## src/rtl/lphc_pkg.sv

```systemverilog
// package for the lane pattern / high-pass filter / input select register pair and the individual select mode register
// assumes a 32-bit apb slave with word-aligned registers
// Functional notes
// - per-lane pattern fields act only while individual pattern select is one
// - four prbs enables, one per lane, bits 15 down to 12 of first register
// - pattern codes for lane 1 at bits 11-9, lane 2 at 8-6, first register
// - pattern codes for lane 3 at bits 7-5, lane 4 at 4-2, second register
// - rounding bit zero truncates filter output, one rounds it
// - corner k in bits 4-1, valid from 2 to 10
// - corner k applies to converters 1-4 only while filter enabled
// - bit 0 enables filter for converters 1-4, default zero means bypass
// - converter 1 picks pair 1 or 2 by bit 11, converter 2 pair 3 or 4 by bit 10
// - converter 3 picks pair 5 or 6 by bit 9, converter 4 pair 7 or 8 by bit 8
package lphc_pkg;
	localparam int LPHC_REG_W = 16;
	// printed offsets 15h and 17h are not multiples of four: kept as indices
	localparam logic [7:0] LPHC_IDX_CTRL = 8'h15;
	localparam logic [7:0] LPHC_IDX_INSEL = 8'h17;
	localparam logic [7:0] LPHC_IDX_MODE = 8'h20;
	localparam logic [9:0] LPHC_ADDR_CTRL = {LPHC_IDX_CTRL, 2'b00};
	localparam logic [9:0] LPHC_ADDR_INSEL = {LPHC_IDX_INSEL, 2'b00};
	localparam logic [9:0] LPHC_ADDR_MODE = {LPHC_IDX_MODE, 2'b00};
	localparam logic [15:0] LPHC_RST_VAL = 16'h0000;
	localparam logic [15:0] LPHC_CTRL_MASK = 16'hffff;
	localparam logic [15:0] LPHC_INSEL_MASK = 16'h0ffc;
	localparam logic [15:0] LPHC_MODE_MASK = 16'h0001;
	localparam int LPHC_PRBS_LSB = 12;
	localparam int LPHC_PAT1_LSB = 9;
	localparam int LPHC_PAT2_LSB = 6;
	localparam int LPHC_ROUND_BIT = 5;
	localparam int LPHC_K_LSB = 1;
	localparam int LPHC_HPF_EN_BIT = 0;
	localparam int LPHC_PAT3_LSB = 5;
	localparam int LPHC_PAT4_LSB = 2;
	localparam int LPHC_INSEL_LSB = 8;
	localparam int LPHC_INDSEL_BIT = 0;
	localparam logic [3:0] LPHC_K_MIN = 4'h2;
	localparam logic [3:0] LPHC_K_MAX = 4'ha;

	typedef struct packed {
		logic [3:0] prbs_en;
		logic [3:0][2:0] code;
	} lphc_lane_cfg_t;

	typedef struct packed {
		logic enable;
		logic round;
		logic [3:0] k;
		logic k_valid;
	} lphc_hpf_cfg_t;
endpackage : lphc_pkg

```

## src/rtl/lphc_lane_gate.sv

```systemverilog
// gates per-lane pattern fields by the individual select bit
// assumes all inputs come from registers on the same clock
`timescale 1ns/1ps
module lphc_lane_gate
	import lphc_pkg::*;
(
	input wire logic ind_sel, // individual pattern select
	input wire logic [3:0] prbs_in, // raw prbs enables
	input wire logic [11:0] code_in, // raw codes, lane 1 low
	output lphc_lane_cfg_t lane_out // effective lane config
);
	// fields are ignored, not cleared, when select drops
	assign lane_out.prbs_en = ind_sel ? prbs_in : 4'h0;
	assign lane_out.code = ind_sel ? code_in : 12'h000;
endmodule : lphc_lane_gate

```

## src/rtl/lphc_regs.sv

```systemverilog
// apb register bank: lane patterns, hpf config, 16-input pair select
// assumes apb master on pclk; answers with zero wait states
`timescale 1ns/1ps
module lphc_regs
	import lphc_pkg::*;
(
	input wire logic pclk, // clock
	input wire logic presetn, // async reset, active low
	input wire logic psel, // apb select
	input wire logic penable, // apb enable
	input wire logic pwrite, // apb direction
	input wire logic [31:0] paddr, // apb byte address
	input wire logic [31:0] pwdata, // apb write data
	output logic [31:0] prdata, // apb read data
	output logic pready, // apb ready
	output logic pslverr, // apb error
	output lphc_lane_cfg_t lane_cfg, // effective lane patterns
	output lphc_hpf_cfg_t hpf_cfg, // effective filter config
	output logic [3:0] pair_sel // converter 4..1 pair select
);
	logic [15:0] ctrl_r;
	logic [15:0] insel_r;
	logic [15:0] mode_r;
	logic [31:0] prdata_r;
	logic pslverr_r;
	logic [15:0] ctrl_nxt;
	logic [15:0] insel_nxt;
	logic [15:0] mode_nxt;

	wire logic setup = psel && !penable;
	wire logic access = psel && penable;
	wire logic hit_ctrl = paddr[9:0] == LPHC_ADDR_CTRL && paddr[31:10] == 22'h0;
	wire logic hit_insel = paddr[9:0] == LPHC_ADDR_INSEL && paddr[31:10] == 22'h0;
	wire logic hit_mode = paddr[9:0] == LPHC_ADDR_MODE && paddr[31:10] == 22'h0;
	wire logic hit_any = hit_ctrl || hit_insel || hit_mode;
	wire logic wr = access && pwrite && hit_any;

	function automatic logic [15:0] merge(input logic [15:0] old, input logic [31:0] d,
			input logic [15:0] mask);
		merge = (old & ~mask) | (d[15:0] & mask);
	endfunction : merge

	// unused bits of the input register are not stored, so they read zero
	assign ctrl_nxt = (wr && hit_ctrl) ? merge(ctrl_r, pwdata, LPHC_CTRL_MASK) : ctrl_r;
	assign insel_nxt = (wr && hit_insel) ? merge(insel_r, pwdata, LPHC_INSEL_MASK) : insel_r;
	assign mode_nxt = (wr && hit_mode) ? merge(mode_r, pwdata, LPHC_MODE_MASK) : mode_r;

	wire logic [31:0] rd_val = hit_ctrl ? {16'h0000, ctrl_r}
		: hit_insel ? {16'h0000, insel_r}
		: hit_mode ? {16'h0000, mode_r}
		: 32'h0000_0000;

	always_ff @(posedge pclk or negedge presetn) begin
		if (!presetn) begin
			ctrl_r <= LPHC_RST_VAL;
			insel_r <= LPHC_RST_VAL;
			mode_r <= LPHC_RST_VAL;
		end else begin
			ctrl_r <= ctrl_nxt;
			insel_r <= insel_nxt;
			mode_r <= mode_nxt;
		end
	end

	// read data and error prepared in setup, presented during access
	always_ff @(posedge pclk or negedge presetn) begin
		if (!presetn) begin
			prdata_r <= 32'h0000_0000;
			pslverr_r <= 1'b0;
		end else if (setup) begin
			prdata_r <= pwrite ? 32'h0000_0000 : rd_val;
			pslverr_r <= !hit_any;
		end
	end

	assign pready = 1'b1;
	assign prdata = access ? prdata_r : 32'h0000_0000;
	assign pslverr = access ? pslverr_r : 1'b0;

	wire logic [3:0] prbs_raw = {ctrl_r[LPHC_PRBS_LSB], ctrl_r[LPHC_PRBS_LSB+1],
		ctrl_r[LPHC_PRBS_LSB+2], ctrl_r[LPHC_PRBS_LSB+3]};
	wire logic [2:0] code1 = ctrl_r[LPHC_PAT1_LSB +: 3];
	wire logic [2:0] code2 = ctrl_r[LPHC_PAT2_LSB +: 3];
	wire logic [2:0] code3 = insel_r[LPHC_PAT3_LSB +: 3];
	wire logic [2:0] code4 = insel_r[LPHC_PAT4_LSB +: 3];

	lphc_lane_gate u_gate (
		.ind_sel(mode_r[LPHC_INDSEL_BIT]),
		.prbs_in(prbs_raw),
		.code_in({code4, code3, code2, code1}),
		.lane_out(lane_cfg)
	);

	wire logic [3:0] k_raw = ctrl_r[LPHC_K_LSB +: 4];
	assign hpf_cfg.enable = ctrl_r[LPHC_HPF_EN_BIT];
	assign hpf_cfg.round = ctrl_r[LPHC_ROUND_BIT];
	// k forced to zero while bypassed so downstream never sees a stale corner
	assign hpf_cfg.k = hpf_cfg.enable ? k_raw : 4'h0;
	assign hpf_cfg.k_valid = hpf_cfg.enable && k_raw >= LPHC_K_MIN && k_raw <= LPHC_K_MAX;
	// bit 11 is converter 1, bit 8 converter 4; pair_sel[0] is converter 1
	assign pair_sel = {insel_r[LPHC_INSEL_LSB], insel_r[LPHC_INSEL_LSB+1],
		insel_r[LPHC_INSEL_LSB+2], insel_r[LPHC_INSEL_LSB+3]};

	// lane gating by the individual select bit
	a_gate_off: assert property (
		@(posedge pclk) disable iff (!presetn)
		!mode_r[LPHC_INDSEL_BIT]
		|-> lane_cfg == '0)
		else $error("lane fields active without individual select");

	a_gate_keeps: assert property (
		@(posedge pclk) disable iff (!presetn)
		wr && hit_mode
		|=> $stable(ctrl_r) && $stable(insel_r))
		else $error("lane fields lost when select changed");

	a_mode_store: assert property (
		@(posedge pclk) disable iff (!presetn)
		wr && hit_mode
		|=> mode_r[LPHC_INDSEL_BIT] == $past(pwdata[0]))
		else $error("individual select not stored");

	a_mode_unused: assert property (
		@(posedge pclk) disable iff (!presetn)
		1'b1
		|-> mode_r[15:1] == 15'h0000)
		else $error("unused select bits stored");

	// per-lane prbs enables
	a_prbs_lane1: assert property (
		@(posedge pclk) disable iff (!presetn)
		wr && hit_ctrl && mode_r[0] && pwdata[15]
		|=> lane_cfg.prbs_en[0])
		else $error("lane 1 prbs not taken from bit 15");

	a_prbs_lane2: assert property (
		@(posedge pclk) disable iff (!presetn)
		mode_r[0]
		|-> lane_cfg.prbs_en[1] == ctrl_r[14])
		else $error("lane 2 prbs not bit 14");

	a_prbs_lane3: assert property (
		@(posedge pclk) disable iff (!presetn)
		mode_r[0]
		|-> lane_cfg.prbs_en[2] == ctrl_r[13])
		else $error("lane 3 prbs not bit 13");

	a_prbs_lane4: assert property (
		@(posedge pclk) disable iff (!presetn)
		mode_r[0]
		|-> lane_cfg.prbs_en[3] == ctrl_r[12])
		else $error("lane 4 prbs not bit 12");

	// per-lane pattern codes
	a_code_lane1: assert property (
		@(posedge pclk) disable iff (!presetn)
		wr && hit_ctrl && mode_r[0]
		|=> lane_cfg.code[0] == $past(pwdata[11:9]))
		else $error("lane 1 code wrong");

	a_code_lane2: assert property (
		@(posedge pclk) disable iff (!presetn)
		wr && hit_ctrl && mode_r[0]
		|=> lane_cfg.code[1] == $past(pwdata[8:6]))
		else $error("lane 2 code wrong");

	a_code_lane3: assert property (
		@(posedge pclk) disable iff (!presetn)
		wr && hit_insel && mode_r[0]
		|=> lane_cfg.code[2] == $past(pwdata[7:5]))
		else $error("lane 3 code wrong");

	a_code_lane4: assert property (
		@(posedge pclk) disable iff (!presetn)
		wr && hit_insel && mode_r[0]
		|=> lane_cfg.code[3] == $past(pwdata[4:2]))
		else $error("lane 4 code wrong");

	a_code_state1: assert property (
		@(posedge pclk) disable iff (!presetn)
		mode_r[0]
		|-> lane_cfg.code[0] == ctrl_r[11:9] && lane_cfg.code[1] == ctrl_r[8:6])
		else $error("lane 1 or 2 code not from first register");

	a_code_state3: assert property (
		@(posedge pclk) disable iff (!presetn)
		mode_r[0]
		|-> lane_cfg.code[2] == insel_r[7:5] && lane_cfg.code[3] == insel_r[4:2])
		else $error("lane 3 or 4 code not from second register");

	// filter configuration
	a_round_bit: assert property (
		@(posedge pclk) disable iff (!presetn)
		wr && hit_ctrl
		|=> hpf_cfg.round == $past(pwdata[5]))
		else $error("rounding bit not stored");

	a_round_hold: assert property (
		@(posedge pclk) disable iff (!presetn)
		!(wr && hit_ctrl)
		|=> $stable(hpf_cfg.round))
		else $error("rounding bit changed without write");

	a_k_valid: assert property (
		@(posedge pclk) disable iff (!presetn)
		hpf_cfg.k_valid
		|-> hpf_cfg.k inside {[4'h2:4'ha]})
		else $error("k valid outside 2..10");

	a_k_invalid: assert property (
		@(posedge pclk) disable iff (!presetn)
		hpf_cfg.enable && (hpf_cfg.k < 4'h2 || hpf_cfg.k > 4'ha)
		|-> !hpf_cfg.k_valid)
		else $error("k outside 2..10 flagged valid");

	a_k_stored: assert property (
		@(posedge pclk) disable iff (!presetn)
		wr && hit_ctrl && pwdata[0]
		|=> hpf_cfg.k == $past(pwdata[4:1]))
		else $error("corner k not taken from bits 4-1");

	a_k_bypass: assert property (
		@(posedge pclk) disable iff (!presetn)
		!hpf_cfg.enable
		|-> hpf_cfg.k == 4'h0 && !hpf_cfg.k_valid)
		else $error("corner applied while bypassed");

	a_k_enabled: assert property (
		@(posedge pclk) disable iff (!presetn)
		hpf_cfg.enable
		|-> hpf_cfg.k == ctrl_r[4:1])
		else $error("corner not applied while enabled");

	a_hpf_enable: assert property (
		@(posedge pclk) disable iff (!presetn)
		wr && hit_ctrl
		|=> hpf_cfg.enable == $past(pwdata[0]))
		else $error("filter enable not bit 0");

	a_hpf_hold: assert property (
		@(posedge pclk) disable iff (!presetn)
		!(wr && hit_ctrl)
		|=> $stable(hpf_cfg.enable))
		else $error("filter enable changed without write");

	// converter input pair selection
	a_pair_conv1: assert property (
		@(posedge pclk) disable iff (!presetn)
		wr && hit_insel
		|=> pair_sel[0] == $past(pwdata[11]))
		else $error("converter 1 pair select wrong");

	a_pair_conv2: assert property (
		@(posedge pclk) disable iff (!presetn)
		wr && hit_insel
		|=> pair_sel[1] == $past(pwdata[10]))
		else $error("converter 2 pair select wrong");

	a_pair_conv3: assert property (
		@(posedge pclk) disable iff (!presetn)
		wr && hit_insel
		|=> pair_sel[2] == $past(pwdata[9]))
		else $error("converter 3 pair select wrong");

	a_pair_conv4: assert property (
		@(posedge pclk) disable iff (!presetn)
		wr && hit_insel
		|=> pair_sel[3] == $past(pwdata[8]))
		else $error("converter 4 pair select wrong");

	a_unused_zero: assert property (
		@(posedge pclk) disable iff (!presetn)
		1'b1
		|-> insel_r[15:12] == 4'h0 && insel_r[1:0] == 2'b00)
		else $error("unused bits stored");

	// bus behaviour: zero wait states, error only on unmapped words
	a_ready_high: assert property (
		@(posedge pclk) disable iff (!presetn)
		access
		|-> pready)
		else $error("access phase not ready");

	a_rdata_idle: assert property (
		@(posedge pclk) disable iff (!presetn)
		!access
		|-> prdata == 32'h0000_0000 && !pslverr)
		else $error("read data or error outside access");

	a_rdata_upper: assert property (
		@(posedge pclk) disable iff (!presetn)
		1'b1
		|-> prdata[31:16] == 16'h0000)
		else $error("upper read data not zero");

	a_err_unmapped: assert property (
		@(posedge pclk) disable iff (!presetn)
		access && !hit_any
		|-> pslverr && prdata == 32'h0000_0000)
		else $error("unmapped access not refused");

	a_err_mapped: assert property (
		@(posedge pclk) disable iff (!presetn)
		access && hit_any
		|-> !pslverr)
		else $error("mapped access flagged as error");

	a_rd_ctrl: assert property (
		@(posedge pclk) disable iff (!presetn)
		access && !pwrite && hit_ctrl
		|-> prdata == {16'h0000, ctrl_r})
		else $error("first register read back wrong");

	a_rd_insel: assert property (
		@(posedge pclk) disable iff (!presetn)
		access && !pwrite && hit_insel
		|-> prdata == {16'h0000, insel_r})
		else $error("second register read back wrong");

	a_unmapped_nowr: assert property (
		@(posedge pclk) disable iff (!presetn)
		access && pwrite && !hit_any
		|=> $stable(ctrl_r) && $stable(insel_r) && $stable(mode_r))
		else $error("unmapped write changed a register");
endmodule : lphc_regs

```

## config.mk

```make
export PLATFORM = sky130hd
export DESIGN_NAME = lphc_regs
export DESIGN_NICKNAME = d
export VERILOG_FILES = /design/src/rtl/lphc_pkg.sv /design/src/rtl/lphc_lane_gate.sv /design/src/rtl/lphc_regs.sv
export SDC_FILE = /design/constraint.sdc
export NUM_CORES = 1
export LEC_CHECK = 0
export BUFFER_PORTS_ARGS = -buffer_cell sky130_fd_sc_hd__buf_2
export CAP_MARGIN = 0
export CELL_PAD_IN_SITES_DETAIL_PLACEMENT = 1
export CELL_PAD_IN_SITES_GLOBAL_PLACEMENT = 1
export CORE_ASPECT_RATIO = 1.5
export CORE_MARGIN = 4
export CORE_UTILIZATION = 33
export DETAILED_ROUTE_END_ITERATION = 8
export GPL_ROUTABILITY_DRIVEN = 0
export PLACE_DENSITY_LB_ADDON = 0.2
export SLEW_MARGIN = 10
export SYNTH_ARGS = -nofsm -noshare
export SYNTH_HDL_FRONTEND = slang
export SYNTH_HIERARCHICAL = 1
export SYNTH_SLANG_ARGS = --single-unit
```

## constraint.sdc

```tcl
create_clock -name pclk -period 1.5 [get_ports pclk]
set_input_delay 0.075 -clock pclk [delete_from_list [all_inputs] [get_ports pclk]]
set_output_delay 0.075 -clock pclk [all_outputs]
set_load 0.01 [all_outputs]
```

; ---- After elaboration in Yosys (flattened, before gate mapping)
; Cells that the tools add are included.
[classes]
order_cmp = 2
n_eq_ne = 3
mux = 9
bitwise_logic = 2
reduce_logical = 17
[ops]
columns = op, n
row1 = 16-bit two-way mux, 4
row2 = 32-bit two-way mux, 1
row3 = 22-bit logical NOT, 1
row4 = 10-bit by 7-bit equality test with 1-bit output (second input constant), 2
row5 = 16-bit by 1-bit OR with 16-bit output, 1
row6 = 16-bit by 12-bit OR with 16-bit output, 1
row7 = 1-bit logical AND, 12
row8 = 12-bit two-way mux, 1
row9 = 10-bit by 8-bit equality test with 1-bit output (second input constant), 1
row10 = 4-bit two-way mux, 2
row11 = 4-bit by 2-bit >= comparator with 1-bit output (second input constant), 1
row12 = 4-bit less-or-equal comparator (second input constant), 1
row13 = 1-bit logical NOT, 2
row14 = 1-bit logical OR, 2
row15 = 1-bit two-way mux, 1
[word_totals]
reg_bits = 81
inputBits = 69
out_inout_bits = 61

; ---- Depth between registers and ports, before layout
; Gate-level depths: netlist (run 1).
[logic_depth]
ltp_word = 6
depth_mapped = 7

; ---- Cells and area by module
; The synthesis (run 1) kept the hierarchy.
[by_module_without_submodules]
columns = module, instances, cells_per_inst, area_each_um2, seq_area_each_um2
row1 = lphc_regs, 1, 206, 2312.2, 1101.1
row2 = lphc_lane_gate, 1, 17, 126.4, 0.0

; ---- Least setup slack after synthesis (run 1)
; OpenSTA, ideal clock, no wires.
[synth_timing]
kind = in2reg
from = input paddr[27]
to = register ctrl_r[0]
arrival_ns = 2.005
slack_ns = -0.630
path_stages = 5
path_buffers = 1
cell_sequence = or4_1 or4_4 nor4_4 buf_6 mux2_2
[synth_via]
elab_chain_cells = 6
[synth_lines]
columns = item, line
row1 = start: declaration, lphc_regs.sv:12  ; input wire logic [31:0] paddr,
row2 = 22-bit logical NOT (*), "lphc_regs.sv:32, lphc_regs.sv:33, lphc_regs.sv:34"
row3 = 1-bit logical AND (on tied branches), "lphc_regs.sv:32, lphc_regs.sv:33"
row4 = 1-bit logical OR (2 in series), lphc_regs.sv:35  ; wire logic hit_any = hit_ctrl || hit_insel || hit_mode;
row5 = 1-bit logical AND, lphc_regs.sv:36  ; wire logic wr = access && pwrite && hit_any;
row6 = 1-bit logical AND (*), lphc_regs.sv:44  ; assign ctrl_nxt = (wr && hit_ctrl) ? merge(ctrl_r, pwdata, LPHC_CTRL_MASK) : ctrl_r;
row7 = end signal: assignment, lphc_regs.sv:59  ; ctrl_r <= ctrl_nxt;
row8 = end: declaration, lphc_regs.sv:21  ; logic [15:0] ctrl_r;
; Every way passes the cells marked *; elsewhere a longest branch is shown, timed or not.
; A chain may end at the register's enable or synchronous reset.

; ---- Final worst setup path (run 1)
[layout_timing]
from = input paddr[27]
to = register ctrl_r[2]
; The elaborated chain is that of the path after synthesis.

==> summary.txt, run 1 <==
CTS
  – H-tree levels: 2
  – Clock buffer depth: 2
  – CTS sink cnt: 44
  – Clock Latency Late Sink: 0.29 ns
  – Clock root cell: clkbuf_8
  – TritonCTS clock tree: yes
  – Total CTS buffers: 5
  – Worst-path clk slew: 0.08 ns

Die
  – Die Span X: 78.2 µm
  – Core footprint: 7230 µm²
  – Die H: 113 µm
  – Die area: 8860 µm²
  – Starting Density: 0.337
  – IO Count: 130
  – # rows: 38

Setup path
  – WP data required: 1.68 ns
  – Crit-path max cell delay: 0.52 ns
  – Worst path slowest cell: or4_4
  – CP Cell Sequence: buf_6 > or4_4 > or4_4 > nor4_4 > buf_12 > mux2_2
  – CP Capture Type: register
  – Crit Path Category: in2reg
  – Crit path launch type: primary input
  – CP dominant cell by count: or4_4
  – Max FO, Critical Path: 16
  – Worst path arrival time: 1.93 ns
  – Family with the most delay on the worst path: simple AND/OR/NAND/NOR gates
  – Critical path buffer and inverter count: 2

GRT
  – Global-route wire length before repair: 10,900 µm
  – Vias in the first global route: 2,191
  – Final global-route overflow total: 0
  – Initial antenna violation count: 0
  – Largest net degree at the start of global routing: 45
  – Gr usage total: 0.155

Logic synthesis
  – Ys Warns: 6
  – Ys flop type: dfrtp_1
  – FFs w/ async S/R, synth: 1.00
  – Synth cell types: 32
  – Seq/Total Area, Yosys: 0.452
  – Mean Syn Cell Area: 10.9 µm²
  – EDFF count, synth: 0
  – Netlist Area Pre-Place: 2440 µm²
  – Mapped Cells: 223
  – Flops & latches, synth: 44

Timing
  – Final min period: 1.75 ns
  – Max Freq: 571 MHz
  – Setup-failing EPs final: 27
  – Final worst slack: -0.250 ns
  – Hold Fails Final Rpt: 0
  – Slew Limit Fails: 0
  – Final period utilization: 1.17
  – RSZ-0062 raised after global routing: yes
  – Clk_skew: 0.00519 ns
  – Hold Slack: 0.0148 ns

Flow run
  – # Max-Cap Violations: 0

Cells and area
  – Layout Nets: 394
  – Area Overhead vs Synth: 35.8%
  – Most frequent cells in the layout: buf_2, dfrtp_1, nand2_1
  – Commonest non-fill, non-tap cell in the layout: buf_2
  – Final instance area: 3310 µm²
  – Final core occ: 0.458
  – Share of cells above drive strength 1: 0.549
  – # diodes: 0
  – Final non-filler cell total: 426

Power
  – Flop pwr share: 0.551
  – Switching Share: 0.239
  – Combinational power share: 0.094
  – P_leak: 1.84 nW
  – Power, Total: 0.00215 W
  – P_int: 0.00164 W
  – Clock power share: 0.355
  – VDD IR max: 423 µV
  – P_sw: 0.000514 W
  – Cell Pwr Density: 649 nW/µm²

Drt
  – ANT nets after route: 0
  – Avg WL per Cell: 15.9 µm
  – Routed WL: 6770 µm
  – Via count: 2,006
  – TritonRoute pass-1 iters: 3
  – Drt via density: 4.71
  – DRC: 0
  – Number of DRC markers in iteration 0: 105

Placement
  – Placed cell area: 3120 µm²
  – IO buf count: 96
  – Post-DP HPWL: 5220 µm
  – Inst Count DP: 417

Outcome
  – Status: complete, but fails checks
  – Failing checks: setup timing

Min path
  – HP Class: in2reg
## cell type report
type                       count  area, µm²
inverter                       3       11.3
sequential                    44       1100
timing repair buffer         116        693
tap                          100        125
clock buffer                   6       82.6
fill                         847       3920
clock inverter                 2       10.0
multi-input combinational    155       1290
## sequential cells by signal (all words and copies together) (netlist names)
register and cells:
prdata_r 16, ctrl_r 16, insel_r 10, mode_r 1, pslverr_r 1
## through the flow
| step | setup slack (ns) | TNS, ns |
|---|---|---|
| after global placement | -0.565 | -19.55 |
| final | -0.250 | -6.11 |
| after CTS | -0.242 | -5.91 |
| after floorplan | -0.596 | -15.90 |
| after detailed placement | -0.597 | -20.60 |
| after global routing | -0.275 | -6.56 |
## cell families (layout without fill, tap and decap cells)
family / after synthesis / after routing / share of synthesized area
AND/OR/NAND/NOR: 80 / 80 / 0.207
flip-flops: 44 / 44 / 0.452
buffers and inverters: 39 / 127 / 0.102
multiplexers: 37 / 37 / 0.166
AO/OA/AOI/OAI: 21 / 21 / 0.0703
other: 2 / 17 / 0.00308
## cell usage after synthesis, types with 2 or more instances
library cell / count / area share
nand2_1: 21 / 0.032
mux2i_1: 10 / 0.041
inv_1: 3 / 0.0046
o41ai_1: 11 / 0.040
or4_1: 3 / 0.0092
nor4_4: 2 / 0.017
conb_1: 2 / 0.0031
and2_1: 9 / 0.023
buf_6: 2 / 0.0092
dfrtp_1: 44 / 0.45
nand2b_1: 2 / 0.0051
buf_4: 23 / 0.071
mux2_2: 26 / 0.12
a2bb2oi_1: 2 / 0.0072
and2_2: 12 / 0.037
nor4_1: 5 / 0.013
o31ai_1: 6 / 0.018
clkbuf_1: 10 / 0.015
and3_1: 17 / 0.044
## power groups by stage
| stage | combinational [W] | sequential (W) | clock [W] |
|---|---|---|---|
| final | 0.000201 | 0.00118 | 0.000764 |
| after global routing | 0.000226 | 0.00119 | 0.000844 |
| after CTS | 0.000202 | 0.00118 | 0.000799 |
| after detailed placement | 0.000196 | 0.00121 | 0 |
| after global placement | 0.000192 | 0.00121 | 0 |
| after floorplan | 0.0000943 | 0.00121 | 0 |
## repair_timing
item | in CTS | in global routing
hold buffers | 1 | 0
gates resized for setup | 15 | 4
setup endpoints to repair | 33 | 37
pin swaps | 1 | 1
setup buffers | 1 | 0
hold endpoints to repair | 44 | 0
## layer usage
layer | up-vias | GRT usage | routed length, µm
met5 | - | 0 | 0
met4 | 0 | 0.0455 | 85
met3 | 6 | 0.0287 | 300
met2 | 51 | 0.284 | 3700
met1 | 984 | 0.181 | 2690
li1 | 965 | - | -
## final timing paths
check	from	endpoint	depth (start not counted)	slack [ns]
worst max-delay path	paddr[27]	ctrl_r[2]	6	-0.25
worst min-delay path	pwdata[15]	ctrl_r[15]	2	0.01
worst max register to register	ctrl_r[0]	prdata_r[0]	4	0.18
worst min register to register	prdata_r[13]	prdata_r[13]	2	0.48
max in group asynchronous	presetn	ctrl_r[0]	3	1.00
min in group asynchronous	presetn	prdata_r[9]	3	0.29
Power figures use the tool's default switching activity.
==> run 2: changes to the inputs <==
--- a/config.mk
+++ b/config.mk
@@ -5,14 +5,14 @@
 export SDC_FILE = /design/constraint.sdc
 export NUM_CORES = 1
 export LEC_CHECK = 0
-export BUFFER_PORTS_ARGS = -buffer_cell sky130_fd_sc_hd__buf_2
 export CAP_MARGIN = 0
 export CELL_PAD_IN_SITES_DETAIL_PLACEMENT = 1
 export CELL_PAD_IN_SITES_GLOBAL_PLACEMENT = 1
 export CORE_ASPECT_RATIO = 1.5
 export CORE_MARGIN = 4
-export CORE_UTILIZATION = 33
+export CORE_UTILIZATION = 46
 export DETAILED_ROUTE_END_ITERATION = 8
+export DONT_BUFFER_PORTS = 1
 export GPL_ROUTABILITY_DRIVEN = 0
 export PLACE_DENSITY_LB_ADDON = 0.2
 export SLEW_MARGIN = 10
==> summary.txt, run 2 (same netlist as run 1, synthesis figures left out) <==
Outcome
  – Status: complete, but fails checks
  – Failing checks: setup timing

Setup path
  – CP Capture Type: register
  – Reg2Reg Capture Point: prdata_r[0]
  – R2R cell count: 4
  – Max FO, Critical Path: 3
  – Crit Path Category: in2reg
  – WP data required: 1.68 ns
  – FF-to-FF Start: ctrl_r[0]
  – Worst path arrival time: 1.84 ns
  – Reg2reg setup slack: 0.24 ns
  – Crit path launch type: primary input

Power
  – P_leak: 1.42 nW
  – VDD IR max: 615 µV
  – Power, Total: 0.00222 W
  – Cell Pwr Density: 762 nW/µm²

CTS
  – CTS sink cnt: 44
  – Total CTS buffers: 5
  – Clock buffer depth: 2
  – Worst-path clk slew: 0.08 ns
  – H-tree levels: 2
  – Clock root cell: clkbuf_8
  – Clock Latency Late Sink: 0.29 ns
  – TritonCTS clock tree: yes

Cells and area
  – Commonest non-fill, non-tap cell in the layout: dfrtp_1
  – Most frequent cells in the layout: dfrtp_1, nand2_1, dlygate4sd3_1
  – Largest registers: ctrl_r x16, prdata_r x16, insel_r x10
  – Share of cells above drive strength 1: 0.300
  – Final instance area: 2920 µm²
  – # diodes: 0
  – Layout Nets: 311
  – Area Overhead vs Synth: 19.7%

Die
  – # rows: 32
  – Die H: 97.2 µm
  – Starting Density: 0.476
  – Core footprint: 5120 µm²
  – Die Span X: 67.5 µm
  – Die area: 6550 µm²
  – IO Count: 130

Drt
  – Drt via density: 5.57
  – Number of DRC markers in iteration 0: 24
  – DRC: 0
  – Avg WL per Cell: 20.2 µm
  – ANT nets after route: 0
  – Routed WL: 6280 µm
  – TritonRoute pass-1 iters: 4
  – Via count: 1,731

Timing
  – Worst-Margin Slew: 0.579 ns
  – Setup-failing EPs final: 27
  – Clk_skew: 0.00842 ns
  – Max Freq: 604 MHz
  – RSZ-0062 raised after global routing: yes
  – Relative slew slack: 0.613
  – Hold Fails Final Rpt: 0
  – Slew Limit Fails: 0
  – Final period utilization: 1.10
  – Final min period: 1.66 ns
  – Final worst slack: -0.156 ns
  – Hold Slack: 0.00882 ns

GRT
  – Final global-route overflow total: 0
  – Vias in the first global route: 1,955
  – Global-route wire length before repair: 9980 µm
  – Initial antenna violation count: 0
  – Largest net degree at the start of global routing: 45
  – Gr usage total: 0.198

Min path
  – Hold path cells: 3
  – HP Class: in2reg
  – HP Start: pwrite
  – Hold Path End: prdata_r[12]

Placement
  – IO buf count: 0
  – Placed cell area: 2510 µm²
  – Post-DP HPWL: 4720 µm

Flow run
  – # Max-Cap Violations: 0
[run 2: changes by cell type in the layout (fill, tap and decap cells not counted), moves of 2 or more]
cell | previous run | this run
buf_2 | 95 | 0
dlygate4sd3_1 | 1 | 20
buf_4 | 14 | 9
o41ai_1 | 2 | 5
o41ai_2 | 9 | 6
buf_12 | 4 | 2
[run 2: critical path: stages]
cell    delay [ns]
or4_4         0.52
or4_4         0.48
buf_4         0.16
buf_6         0.11
nor3_4        0.18
mux2_4        0.31
[run 2: layer usage]
metal	GRT usage	routed length [µm]
met1	0.233	2330
met2	0.364	3550
met3	0.0243	335
met4	0.0531	59
met5	0	0
[run 2: repair_timing]
action                                  in CTS  in global routing
gates resized for setup                     14                  1
setup buffers                                1                  1
endpoints found under the setup margin      27                 27
pin swaps                                    1                  1
hold endpoints to repair                    83                  0
hold buffers                                21                  0
[run 2: power breakdown]
group,total (W),switching (W),internal (W)
sequential,0.00118,0.000000000000879,0.00118
combinational,0.000138,0.0000774,0.0000605
clock,0.000900,0.000407,0.000493
total,0.00222,0.000485,0.00174
[run 2: area by class of cell]
cell class                 count  area [µm²]
fill                         569        2210
multi-input combinational    155        1260
sequential                    44        1100
timing repair buffer          33         347
tap                           68        85.1
clock buffer                   5        68.8
clock inverter                 3        42.5
inverter                       3        11.3
[run 2: metrics by stage]
stage	TNS [ns]	worst slack [ns]	util	instances
after CTS	-3.61	-0.157	0.569	311
after global placement	-14.27	-0.455	0.491	281
after floorplan	-15.90	-0.596	-	238
final	-3.55	-0.156	0.569	311
after detailed placement	-16.09	-0.511	0.491	281
after global routing	-4.19	-0.186	0.569	311
[run 2: worst max path at each step]
stage                     cells past startpoint         end      start  slack [ns]
after floorplan                               6   ctrl_r[0]   paddr[9]       -0.60
after global routing                          5   ctrl_r[0]  paddr[27]       -0.19
after global placement                        5  ctrl_r[13]   paddr[9]       -0.45
final                                         6   mode_r[0]  paddr[27]       -0.16
after CTS                                     5  ctrl_r[12]  paddr[27]       -0.16
after detailed placement                      5  ctrl_r[10]   paddr[9]       -0.51
